### config.mk
export PLATFORM = sky130hd
export DESIGN_NAME = update_sync_ctrl
export DESIGN_NICKNAME = d
export VERILOG_FILES = /design/src/common/update_sync_pkg.sv /design/src/rtl/pin_sync2.sv /design/src/rtl/update_sync_ctrl.sv
export SDC_FILE = /design/constraint.sdc
export NUM_CORES = 1
export LEC_CHECK = 0
export ABC_AREA = 0
export BUFFER_PORTS_ARGS = -buffer_cell sky130_fd_sc_hd__buf_4
export CAP_MARGIN = 20
export CORE_ASPECT_RATIO = 1.1
export CORE_MARGIN = 1.5
export CORE_UTILIZATION = 32
export CTS_CLUSTER_DIAMETER = 100
export CTS_CLUSTER_SIZE = 12
export DETAILED_ROUTE_END_ITERATION = 8
export PLACE_DENSITY = 0.54
export SLEW_MARGIN = 5
export SYNTH_ARGS = -nofsm -noshare
export SYNTH_HDL_FRONTEND = slang
export SYNTH_SLANG_ARGS = --single-unit
### constraint.sdc
create_clock -name i_core_clk -period 3.9 [get_ports i_core_clk]
set_input_delay 0.78 -clock i_core_clk [delete_from_list [all_inputs] [get_ports i_core_clk]]
set_output_delay 0.78 -clock i_core_clk [all_outputs]
set_load 0.01 [all_outputs]
### src/common/update_sync_pkg.sv
// Purpose: shared constants for the update strobe and multichip sync block
// Assumes: 32-bit Avalon-MM register words at byte offsets, core clock at 100 MHz
// Notes:   field positions, reset values and divider counts live here; the core hardcodes the sync generator divide-by-16 counter
`default_nettype none
package update_sync_pkg;
    // register byte offsets
    localparam logic [7:0]  OFF_CTRL      = 8'h00;
    localparam logic [7:0]  OFF_RATE      = 8'h04;
    localparam logic [7:0]  OFF_MCS       = 8'h08;
    localparam logic [7:0]  OFF_BUF       = 8'h0c;
    localparam logic [7:0]  OFF_ACTIVE    = 8'h10;
    localparam logic [7:0]  OFF_STATUS    = 8'h14;
    // second_control_register fields
    localparam int          CTRL_W        = 7;
    localparam int          CTRL_AUTO     = 0;
    localparam int          CTRL_RATE_LSB = 1;
    localparam int          CTRL_GEN_EN   = 3;
    localparam int          CTRL_GEN_POL  = 4;
    localparam int          CTRL_RX_EN    = 5;
    localparam int          CTRL_VAL_DIS  = 6;
    localparam logic [6:0]  CTRL_RST      = 7'h00;
    // multichip sync register fields
    localparam int          MCS_W         = 20;
    localparam int          MCS_ODLY_LSB  = 0;
    localparam int          MCS_IDLY_LSB  = 5;
    localparam int          MCS_WIN_LSB   = 10;
    localparam int          MCS_PRE_LSB   = 14;
    localparam logic [19:0] MCS_RST       = 20'h00000;
    // status fields
    localparam int          ST_ERR        = 8;
    localparam int          ST_PIN        = 9;
    localparam int          ST_AUTO       = 10;
    // reset values
    localparam logic [31:0] RATE_RST      = 32'h0000ffff;
    localparam logic [31:0] BUF_RST       = 32'h00000000;
    // counts in core clock cycles
    localparam logic [1:0]  QUARTER_LAST  = 2'h3;   // divide by 4
    localparam logic [7:0]  PULSE_BASE    = 8'h0c;  // 12 cycles at rate code 0
    localparam logic [31:0] STATIC_LIMIT  = 32'h00000003;
    localparam int          SYNC_GEN_DIV  = 16;
    localparam int          GEN_CNT_W     = $clog2(SYNC_GEN_DIV);

    // output pulse width for a rate code: 12, 24, 48 or 96 cycles
    function automatic logic [7:0] pulse_width(input logic [1:0] code);
        pulse_width = PULSE_BASE << code;
    endfunction

    // byte-lane merge of an Avalon write into an old word
    function automatic logic [31:0] merge_be(input logic [31:0] old_v, input logic [31:0] new_v,
                                             input logic [3:0] be);
        logic [31:0] r;
        r = old_v;
        for (int i = 0; i < 4; i++) begin
            if (be[i]) begin
                r[i*8 +: 8] = new_v[i*8 +: 8];
            end
        end
        merge_be = r;
    endfunction
endpackage
`default_nettype wire

### src/rtl/pin_sync2.sv
// Purpose: two-flop synchroniser for a group of asynchronous pins
// Assumes: each bit is an independent level; bits are not coherent with each other
// Notes:   the first stage feeds only the second stage
`default_nettype none
`timescale 1ns/1ps
module pin_sync2 #(
    parameter int WIDTH = 1
) (
    // clock and reset
    input  wire logic             i_core_clk,
    input  wire logic             i_srst,
    // pins
    input  wire logic [WIDTH-1:0] i_async,
    // synchronised levels
    output logic      [WIDTH-1:0] o_sync
);
    logic [WIDTH-1:0] meta_q;
    logic [WIDTH-1:0] sync_q;

    // metastability filter, reset to a known low level
    always_ff @(posedge i_core_clk) begin
        if (i_srst) begin
            meta_q <= '0;
            sync_q <= '0;
        end else begin
            meta_q <= i_async;
            sync_q <= meta_q;
        end
    end

    assign o_sync = sync_q;
endmodule // pin_sync2
`default_nettype wire

### src/rtl/update_sync_ctrl.sv
// Purpose: update strobe, automatic update generator, quarter-rate clock and multichip sync
// Assumes: one core clock; analog delay cells sit outside and take the delay words
// Notes:   registers reached over Avalon-MM, one wait cycle on every access
//
// Register access over Avalon-MM and the placing of the registers were chosen for this implementation.
`default_nettype none
`timescale 1ns/1ps
module update_sync_ctrl #(
    parameter int ADDR_W = 8
) (
    // clock and reset
    input  wire logic              i_core_clk,
    input  wire logic              i_srst,
    // avalon-mm slave
    input  wire logic [ADDR_W-1:0] i_avs_address,
    input  wire logic              i_avs_read,
    input  wire logic              i_avs_write,
    input  wire logic [31:0]       i_avs_writedata,
    input  wire logic [3:0]        i_avs_byteenable,
    output logic      [31:0]       o_avs_readdata,
    output logic                   o_avs_waitrequest,
    // update strobe pin and profile pins
    input  wire logic              i_update_pin,
    output logic                   o_update_pin,
    output logic                   o_update_oe,
    input  wire logic [2:0]        i_profile,
    // transfer result
    output logic [31:0]            o_active_data,
    output logic                   o_update_event,
    output logic                   o_quarter_clk,
    // sync generator
    output logic                   o_sync_clock_output,
    output logic [4:0]             o_sync_out_delay,
    // sync receiver
    input  wire logic              i_sync_clock_input,
    input  wire logic              i_sync_early,
    input  wire logic              i_sync_late,
    output logic [4:0]             o_sync_in_delay,
    output logic [3:0]             o_sync_win_delay,
    output logic                   o_sync_sampling_error,
    output logic [5:0]             o_clock_state
);
    // register state
    logic [6:0]  ctrl_q, ctrl_d;
    logic [31:0] rate_q, rate_d;
    logic [19:0] mcs_q, mcs_d;
    logic [31:0] buf_q, buf_d;
    logic [31:0] rdata_q, rdata_d;
    logic        ack_q, ack_d;
    logic        err_q, err_d;
    logic [31:0] m_ctrl, m_mcs, m_status;
    logic        wr_go;
    // update state
    logic [31:0] active_q, active_d;
    logic        pend_q, pend_d;
    logic        xfer_q, xfer_d;
    logic [1:0]  qcnt_q, qcnt_d;
    logic [2:0]  presc_q, presc_d;
    logic [31:0] ucnt_q, ucnt_d;
    logic [7:0]  pcnt_q, pcnt_d;
    logic        pin_q, pin_d;
    logic        upd_prev_q, upd_prev_d;
    logic [2:0]  prof_prev_q, prof_prev_d;
    // sync state
    logic [3:0]  gcnt_q, gcnt_d;
    logic        gen_neg_q;
    logic [5:0]  state_q, state_d;
    logic [2:0]  sin_prev_q, sin_prev_d;
    // decoded fields and events
    logic        auto_en, gen_en, gen_pol, rx_en, val_dis, b_small;
    logic [1:0]  rate_a;
    logic [5:0]  preset;
    logic [2:0]  mask;
    logic        qtick, div_tick, auto_evt, ext_rise, prof_chg, upd_req, xfer;
    logic        sync_pulse, e_rise, l_rise, miss;
    logic [6:0]  pins_s;

    // all pins come from outside the core clock domain
    pin_sync2 #(.WIDTH(7)) u_pin_sync (
        .i_core_clk (i_core_clk),
        .i_srst     (i_srst),
        .i_async    ({i_profile, i_update_pin, i_sync_clock_input, i_sync_early, i_sync_late}),
        .o_sync     (pins_s)
    );

    // field decode
    assign auto_en = ctrl_q[update_sync_pkg::CTRL_AUTO];
    assign rate_a  = ctrl_q[update_sync_pkg::CTRL_RATE_LSB +: 2];
    assign gen_en  = ctrl_q[update_sync_pkg::CTRL_GEN_EN];
    assign gen_pol = ctrl_q[update_sync_pkg::CTRL_GEN_POL];
    assign rx_en   = ctrl_q[update_sync_pkg::CTRL_RX_EN];
    assign val_dis = ctrl_q[update_sync_pkg::CTRL_VAL_DIS];
    assign preset  = mcs_q[update_sync_pkg::MCS_PRE_LSB +: 6];
    assign b_small = (rate_q <= update_sync_pkg::STATIC_LIMIT);

    // avalon handshake: first cycle waits and captures read data, second cycle completes
    assign o_avs_waitrequest = (i_avs_read | i_avs_write) & ~ack_q;
    assign wr_go             = i_avs_write & ack_q;
    assign m_ctrl   = update_sync_pkg::merge_be({25'h0, ctrl_q}, i_avs_writedata, i_avs_byteenable);
    assign m_mcs    = update_sync_pkg::merge_be({12'h0, mcs_q}, i_avs_writedata, i_avs_byteenable);
    assign m_status = update_sync_pkg::merge_be(32'h0, i_avs_writedata, i_avs_byteenable);

    // register file next state; the buffer word is written freely and stays inert
    always_comb begin
        ctrl_d  = ctrl_q;
        rate_d  = rate_q;
        mcs_d   = mcs_q;
        buf_d   = buf_q;
        rdata_d = rdata_q;
        ack_d   = (i_avs_read | i_avs_write) & ~ack_q;
        err_d   = err_q;
        if (i_avs_read & ~ack_q) begin
            case (i_avs_address)
                update_sync_pkg::OFF_CTRL:   rdata_d = {25'h0, ctrl_q};
                update_sync_pkg::OFF_RATE:   rdata_d = rate_q;
                update_sync_pkg::OFF_MCS:    rdata_d = {12'h0, mcs_q};
                update_sync_pkg::OFF_BUF:    rdata_d = buf_q;
                update_sync_pkg::OFF_ACTIVE: rdata_d = active_q;
                update_sync_pkg::OFF_STATUS: rdata_d = {21'h0, auto_en, pin_q, err_q, 2'h0, state_q};
                default:                     rdata_d = 32'h0;     // unmapped reads as zero
            endcase
        end
        if (wr_go) begin
            case (i_avs_address)
                update_sync_pkg::OFF_CTRL:   ctrl_d = m_ctrl[6:0];
                update_sync_pkg::OFF_RATE:   rate_d = update_sync_pkg::merge_be(rate_q, i_avs_writedata,
                                                                                i_avs_byteenable);
                update_sync_pkg::OFF_MCS:    mcs_d  = m_mcs[19:0];
                update_sync_pkg::OFF_BUF:    buf_d  = update_sync_pkg::merge_be(buf_q, i_avs_writedata,
                                                                                i_avs_byteenable);
                update_sync_pkg::OFF_STATUS: begin
                    if (m_status[update_sync_pkg::ST_ERR]) begin
                        err_d = 1'b0;                            // write one to clear
                    end
                end
                default: ;                                       // unmapped writes are dropped
            endcase
        end
        // set wins over the clear in the same cycle
        if (miss) begin
            err_d = 1'b1;
        end
        if (val_dis) begin
            err_d = 1'b0;
        end
    end

    // register file flops
    always_ff @(posedge i_core_clk) begin
        if (i_srst) begin
            ctrl_q  <= update_sync_pkg::CTRL_RST;
            rate_q  <= update_sync_pkg::RATE_RST;
            mcs_q   <= update_sync_pkg::MCS_RST;
            buf_q   <= update_sync_pkg::BUF_RST;
            rdata_q <= 32'h0;
            ack_q   <= 1'b0;
            err_q   <= 1'b0;
        end else begin
            ctrl_q  <= ctrl_d;
            rate_q  <= rate_d;
            mcs_q   <= mcs_d;
            buf_q   <= buf_d;
            rdata_q <= rdata_d;
            ack_q   <= ack_d;
            err_q   <= err_d;
        end
    end

    // update sources and the auto generator
    assign qtick    = (qcnt_q == update_sync_pkg::QUARTER_LAST);
    assign mask     = (3'h1 << rate_a) - 3'h1;
    assign div_tick = qtick & ((presc_q & mask) == mask);
    assign auto_evt = auto_en & div_tick &
                      (({1'b0, ucnt_q} + 33'h1) >= {1'b0, rate_q});
    assign ext_rise = ~auto_en & pins_s[3] & ~upd_prev_q;
    assign prof_chg = (pins_s[6:4] != prof_prev_q);
    assign upd_req  = auto_en ? (auto_evt | prof_chg) : (ext_rise | prof_chg);
    // an asynchronous strobe lands on the next quarter tick, so a late one costs one tick
    assign xfer     = qtick & (pend_q | upd_req);

    always_comb begin
        qcnt_d      = qcnt_q + 2'h1;
        presc_d     = qtick ? (presc_q + 3'h1) : presc_q;
        ucnt_d      = ucnt_q;
        pcnt_d      = (pcnt_q != 8'h0) ? (pcnt_q - 8'h1) : 8'h0;
        pend_d      = (pend_q | upd_req) & ~qtick;
        active_d    = xfer ? buf_q : active_q;
        xfer_d      = xfer;
        upd_prev_d  = pins_s[3];
        prof_prev_d = pins_s[6:4];
        if (!auto_en) begin
            ucnt_d = 32'h0;
        end else if (div_tick) begin
            ucnt_d = auto_evt ? 32'h0 : (ucnt_q + 32'h1);
        end
        if (auto_evt) begin
            pcnt_d = update_sync_pkg::pulse_width(rate_a);
        end
        // pin drives only in auto mode; a tiny rate word pins it high
        pin_d = auto_en & (b_small | (pcnt_d != 8'h0));
    end

    always_ff @(posedge i_core_clk) begin
        if (i_srst) begin
            qcnt_q      <= 2'h0;
            presc_q     <= 3'h0;
            ucnt_q      <= 32'h0;
            pcnt_q      <= 8'h0;
            pend_q      <= 1'b0;
            active_q    <= 32'h0;
            xfer_q      <= 1'b0;
            pin_q       <= 1'b0;
            upd_prev_q  <= 1'b0;
            prof_prev_q <= 3'h0;
        end else begin
            qcnt_q      <= qcnt_d;
            presc_q     <= presc_d;
            ucnt_q      <= ucnt_d;
            pcnt_q      <= pcnt_d;
            pend_q      <= pend_d;
            active_q    <= active_d;
            xfer_q      <= xfer_d;
            pin_q       <= pin_d;
            upd_prev_q  <= upd_prev_d;
            prof_prev_q <= prof_prev_d;
        end
    end

    // sync receiver: edge detect on synchronised samples, validation against skewed samples
    assign sync_pulse = rx_en & pins_s[2] & ~sin_prev_q[2];
    assign e_rise     = pins_s[1] & ~sin_prev_q[1];
    assign l_rise     = pins_s[0] & ~sin_prev_q[0];
    assign miss       = rx_en & ~val_dis & ((sync_pulse ^ e_rise) | (sync_pulse ^ l_rise));

    // generator counter and clock-state counter; the latter never stops
    always_comb begin
        gcnt_d     = gen_en ? (gcnt_q + 4'h1) : 4'h0;
        state_d    = sync_pulse ? preset : (state_q + 6'h01);
        sin_prev_d = pins_s[2:0];
    end

    always_ff @(posedge i_core_clk) begin
        if (i_srst) begin
            gcnt_q     <= 4'h0;
            state_q    <= 6'h00;
            sin_prev_q <= 3'h0;
        end else begin
            gcnt_q     <= gcnt_d;
            state_q    <= state_d;
            sin_prev_q <= sin_prev_d;
        end
    end

    // falling-edge copy gives the half-cycle-shifted alignment choice
    always_ff @(negedge i_core_clk) begin
        gen_neg_q <= i_srst ? 1'b0 : gcnt_q[3];
    end

    // outputs
    assign o_avs_readdata        = rdata_q;
    assign o_update_pin          = pin_q;
    assign o_update_oe           = auto_en;
    assign o_active_data         = active_q;
    assign o_update_event        = xfer_q;
    assign o_quarter_clk         = qcnt_q[1];
    assign o_sync_clock_output   = gen_pol ? gen_neg_q : gcnt_q[3];
    assign o_sync_out_delay      = mcs_q[update_sync_pkg::MCS_ODLY_LSB +: 5];
    assign o_sync_in_delay       = mcs_q[update_sync_pkg::MCS_IDLY_LSB +: 5];
    assign o_sync_win_delay      = mcs_q[update_sync_pkg::MCS_WIN_LSB +: 4];
    assign o_sync_sampling_error = err_q;
    assign o_clock_state         = state_q;

    // helpers for the pulse width check; width is caught at reload so a rate change mid-pulse is harmless
    logic [7:0] hi_cnt_q;
    logic [7:0] pw_q;
    always_ff @(posedge i_core_clk) begin
        hi_cnt_q <= (i_srst | (pcnt_q == 8'h0) | auto_evt) ? 8'h0 : (hi_cnt_q + 8'h1);
        pw_q     <= i_srst ? 8'h0 : (auto_evt ? update_sync_pkg::pulse_width(rate_a) : pw_q);
    end
endmodule // update_sync_ctrl
`default_nettype wire

==> results.md <==
- Hold Crit Class: flip-flop to flip-flop
- Post-synth EDFFs: 0
- Crit path max fanout: 1
- Largest net degree at the start of global routing: 87
- Clock tree buffer depth: 3
- Status: finished, violations left
- Largest area contributor in the netlist: dfxtp_1
- Final setup violation count: 1
- RSZ-0062 raised after global routing: true
- Starting density of the core: 32.4%
- Max Clock Skew: 0.0560 ns
- Clock root buffer: clkbuf_16
- Max-Cap Viols: 0
- Global route overflow: 0
- # IOs: 146
- TritonCTS buffer count: 23
- Core Region: 34100 sq um
- Leakage Power: 5.36 nW
- Gr usage total: 18.4%
- Antenna-violating nets left: 0
- Gp weighted congestion: 0.865
- Worst Path Required: 3.12 ns
- Chip width: 180 um
- Final Non-Filler Cells: 1854
- Synth Flop Type: dfxtp_1
- Worst slew margin: 31.6%
- Syn nets: 1382
- Nets: 1503
- Post-synth top cells: 237 x dfxtp_1, 162 x nand2_1, 154 x nor2_1
- Worst Tran Pin Value: 1.03 ns
- Mapped Area: 11100 sq um
- FFs w/ async S/R, synth: 0%
- Vias in the first global route: 9176
- Initial antenna violation count: 0
- Register bit count reported by yosys: 237
- Clock Latency Late Sink: 0.55 ns
- Final-report hold violation count: 0
- Setup crit start kind: flip-flop
- Dpl cells: 1814
- Syn. warnings: 0
- CTS tree: yes
- # diodes: 0
- VDD IR max: 0.000229 V
- HPWL Detailed: 23900 um
- Top post-synthesis cells by area: dfxtp_1 43%, mux2i_1 9.0%, nand2_1 5.5%
- H-tree Lvls: 1
- DR WL/cell: 18.1 um
- Gate Count Post-Synth: 1286
- DRT iter0 DRCs: 769
- Worst-path clk slew: 0.06 ns
- Post-Route WL: 33600 um
- WP data arrival: 3.17 ns
- Failing checks: design-rule violations, negative setup slack
- Pwr Density: 370 nW/um^2
- Vias after detailed routing: 9683
- Yosys cell types: 59
- Die height: 198 um
- Avg Inst Size Synth: 8.59 sq um
- Hold-fix buffers, CTS: 0
- Final Slew Violations: 0
- DRC viols: 11
- Crit Path Category: flip-flop to primary output
- Top-count cell post-synth: dfxtp_1
- Row count: 71
- Area post-placement: 12600 sq um
- Die area: 35700 sq um
- Setup ws final: -0.0467 ns
- DRT Pass-1 Iters: 9
- Post-route cell area: 13400 sq um
- Area fraction of the dominant cell type after synthesis: 42.9%
- Via density: 5.22
- CTS Sinks: 237
- First-pass GRT wire length: 52500 um
- Area growth, synth to finish: 21.0%
- Endpoint type of the worst setup path: primary output
- Worst Hold Slack: 0.416 ns
- Sequential element share of the synthesized area: 42.9%
- Layout cells sized above 1: 17.3%
- Port buffer count: 145
logic make-up (layout without fill, tap and decap cells):
kind of cell             count (synthesis)  count (layout)  share of synthesized area, %
AO/OA/AOI/OAI                          222             222                          13.6
XOR/XNOR                                47              47                          3.72
adder cells (fa/ha/maj)                 41              41                          4.64
buffers and inverters                  141             271                          5.58
flip-flops                             237             237                          42.9
multiplexers                           100             100                          9.07
AND/OR/NAND/NOR                        498             498                          20.5
worst max-delay path: stages (launching register included):
cell	delay, ns
dfxtp_1	0.29
mux2_4	0.26
buf_6	0.12
final timing paths:
path	startpoint	endpoint	slack [ns]	cells after the start
worst min-delay path	qcnt_q[0]	qcnt_q[0]	0.42	1
worst max register to register	ucnt_q[10]	o_active_data[22]	0.20	16
worst min register to register	qcnt_q[0]	qcnt_q[0]	0.42	1
worst max-delay path	gen_neg_q	o_sync_clock_output	-0.05	2
per-stage QoR:
step / power [mW] / TNS (ns) / util, % / worst slack, ns
5_1_grt: 5.17 / -0.218 / 39.2 / -0.0799
3_3_place_gp: 3.00 / 0 / 37.0 / 0.102
2_1_floorplan: 2.85 / 0 / - / 0.331
6_report: 4.95 / -0.0467 / 39.2 / -0.0467
4_1_cts: 5.01 / -0.0627 / 38.8 / -0.0627
3_5_place_dp: 3.00 / -0.467 / 37.0 / -0.0321
placed cells by master (no fill, tap or decap), types with 9 or more instances in the layout:
cell type / netlist / routed
dfxtp_1: 237 / 233
buf_4: 15 / 187
nand2_1: 162 / 162
nor2_1: 154 / 153
a21oi_1: 103 / 103
mux2i_1: 99 / 99
nand3_1: 67 / 67
inv_1: 42 / 42
ha_1: 41 / 40
xnor2_1: 34 / 34
nand4_1: 27 / 27
nor2b_1: 25 / 25
clkbuf_16: 0 / 24
a222oi_1: 22 / 22
o211ai_1: 18 / 18
xor2_1: 13 / 13
nor3_1: 13 / 12
a22oi_1: 11 / 11
a22o_1: 11 / 11
o21ai_0: 10 / 10
clkbuf_1: 67 / 10
and3_1: 12 / 9
nor4_1: 9 / 9
a211oi_1: 9 / 9
power by group:
group	internal, mW	leakage, nW	switching, mW
Combinational	0.186	3.13	0.243
Clock	1.10	0.308	0.907
Sequential	2.47	1.92	0.0480
Total	3.76	5.36	1.20
per-layer routing:
metal | vias up | track usage [%] | part of all wire, %
li1 | 4734 | - | -
met1 | 4622 | 24.6 | 45
met4 | 0 | 4.98 | 2.2
met3 | 48 | 2.72 | 5.6
met2 | 279 | 30.9 | 47
met5 | - | 0 | 0
flip-flops by register name, summed over array words and instances, names as in the netlist, 4 cells and up:
| signal | flops |
|---|---|
| mcs_q | 20 |
| ctrl_q | 7 |
| buf_q | 32 |
| u_pin_sync.meta_q | 7 |
| pcnt_q | 8 |
| o_clock_state | 6 |
| ucnt_q | 32 |
| rate_q | 32 |
| gcnt_q | 4 |
| o_avs_readdata | 32 |
| u_pin_sync.o_sync | 7 |
| o_active_data | 32 |
what timing repair did:
| action | in CTS | in global routing |
|---|---|---|
| endpoints found under the setup margin | 34 | 63 |
| cloned | 0 | 1 |
| setup buffers | 0 | 5 |
| resized for setup | 4 | 18 |
| pin swaps | 0 | 9 |
cell type report:
type | instances | area, sq um
clock inverter | 1 | 3.75
multi-input combinational | 908 | 5770
tap | 438 | 548
inverter | 42 | 158
fill | 3490 | 20700
clock buffer | 34 | 627
timing repair buffer | 194 | 1520
sequential | 237 | 4750
No activity file was read; power rests on OpenSTA's default activity.
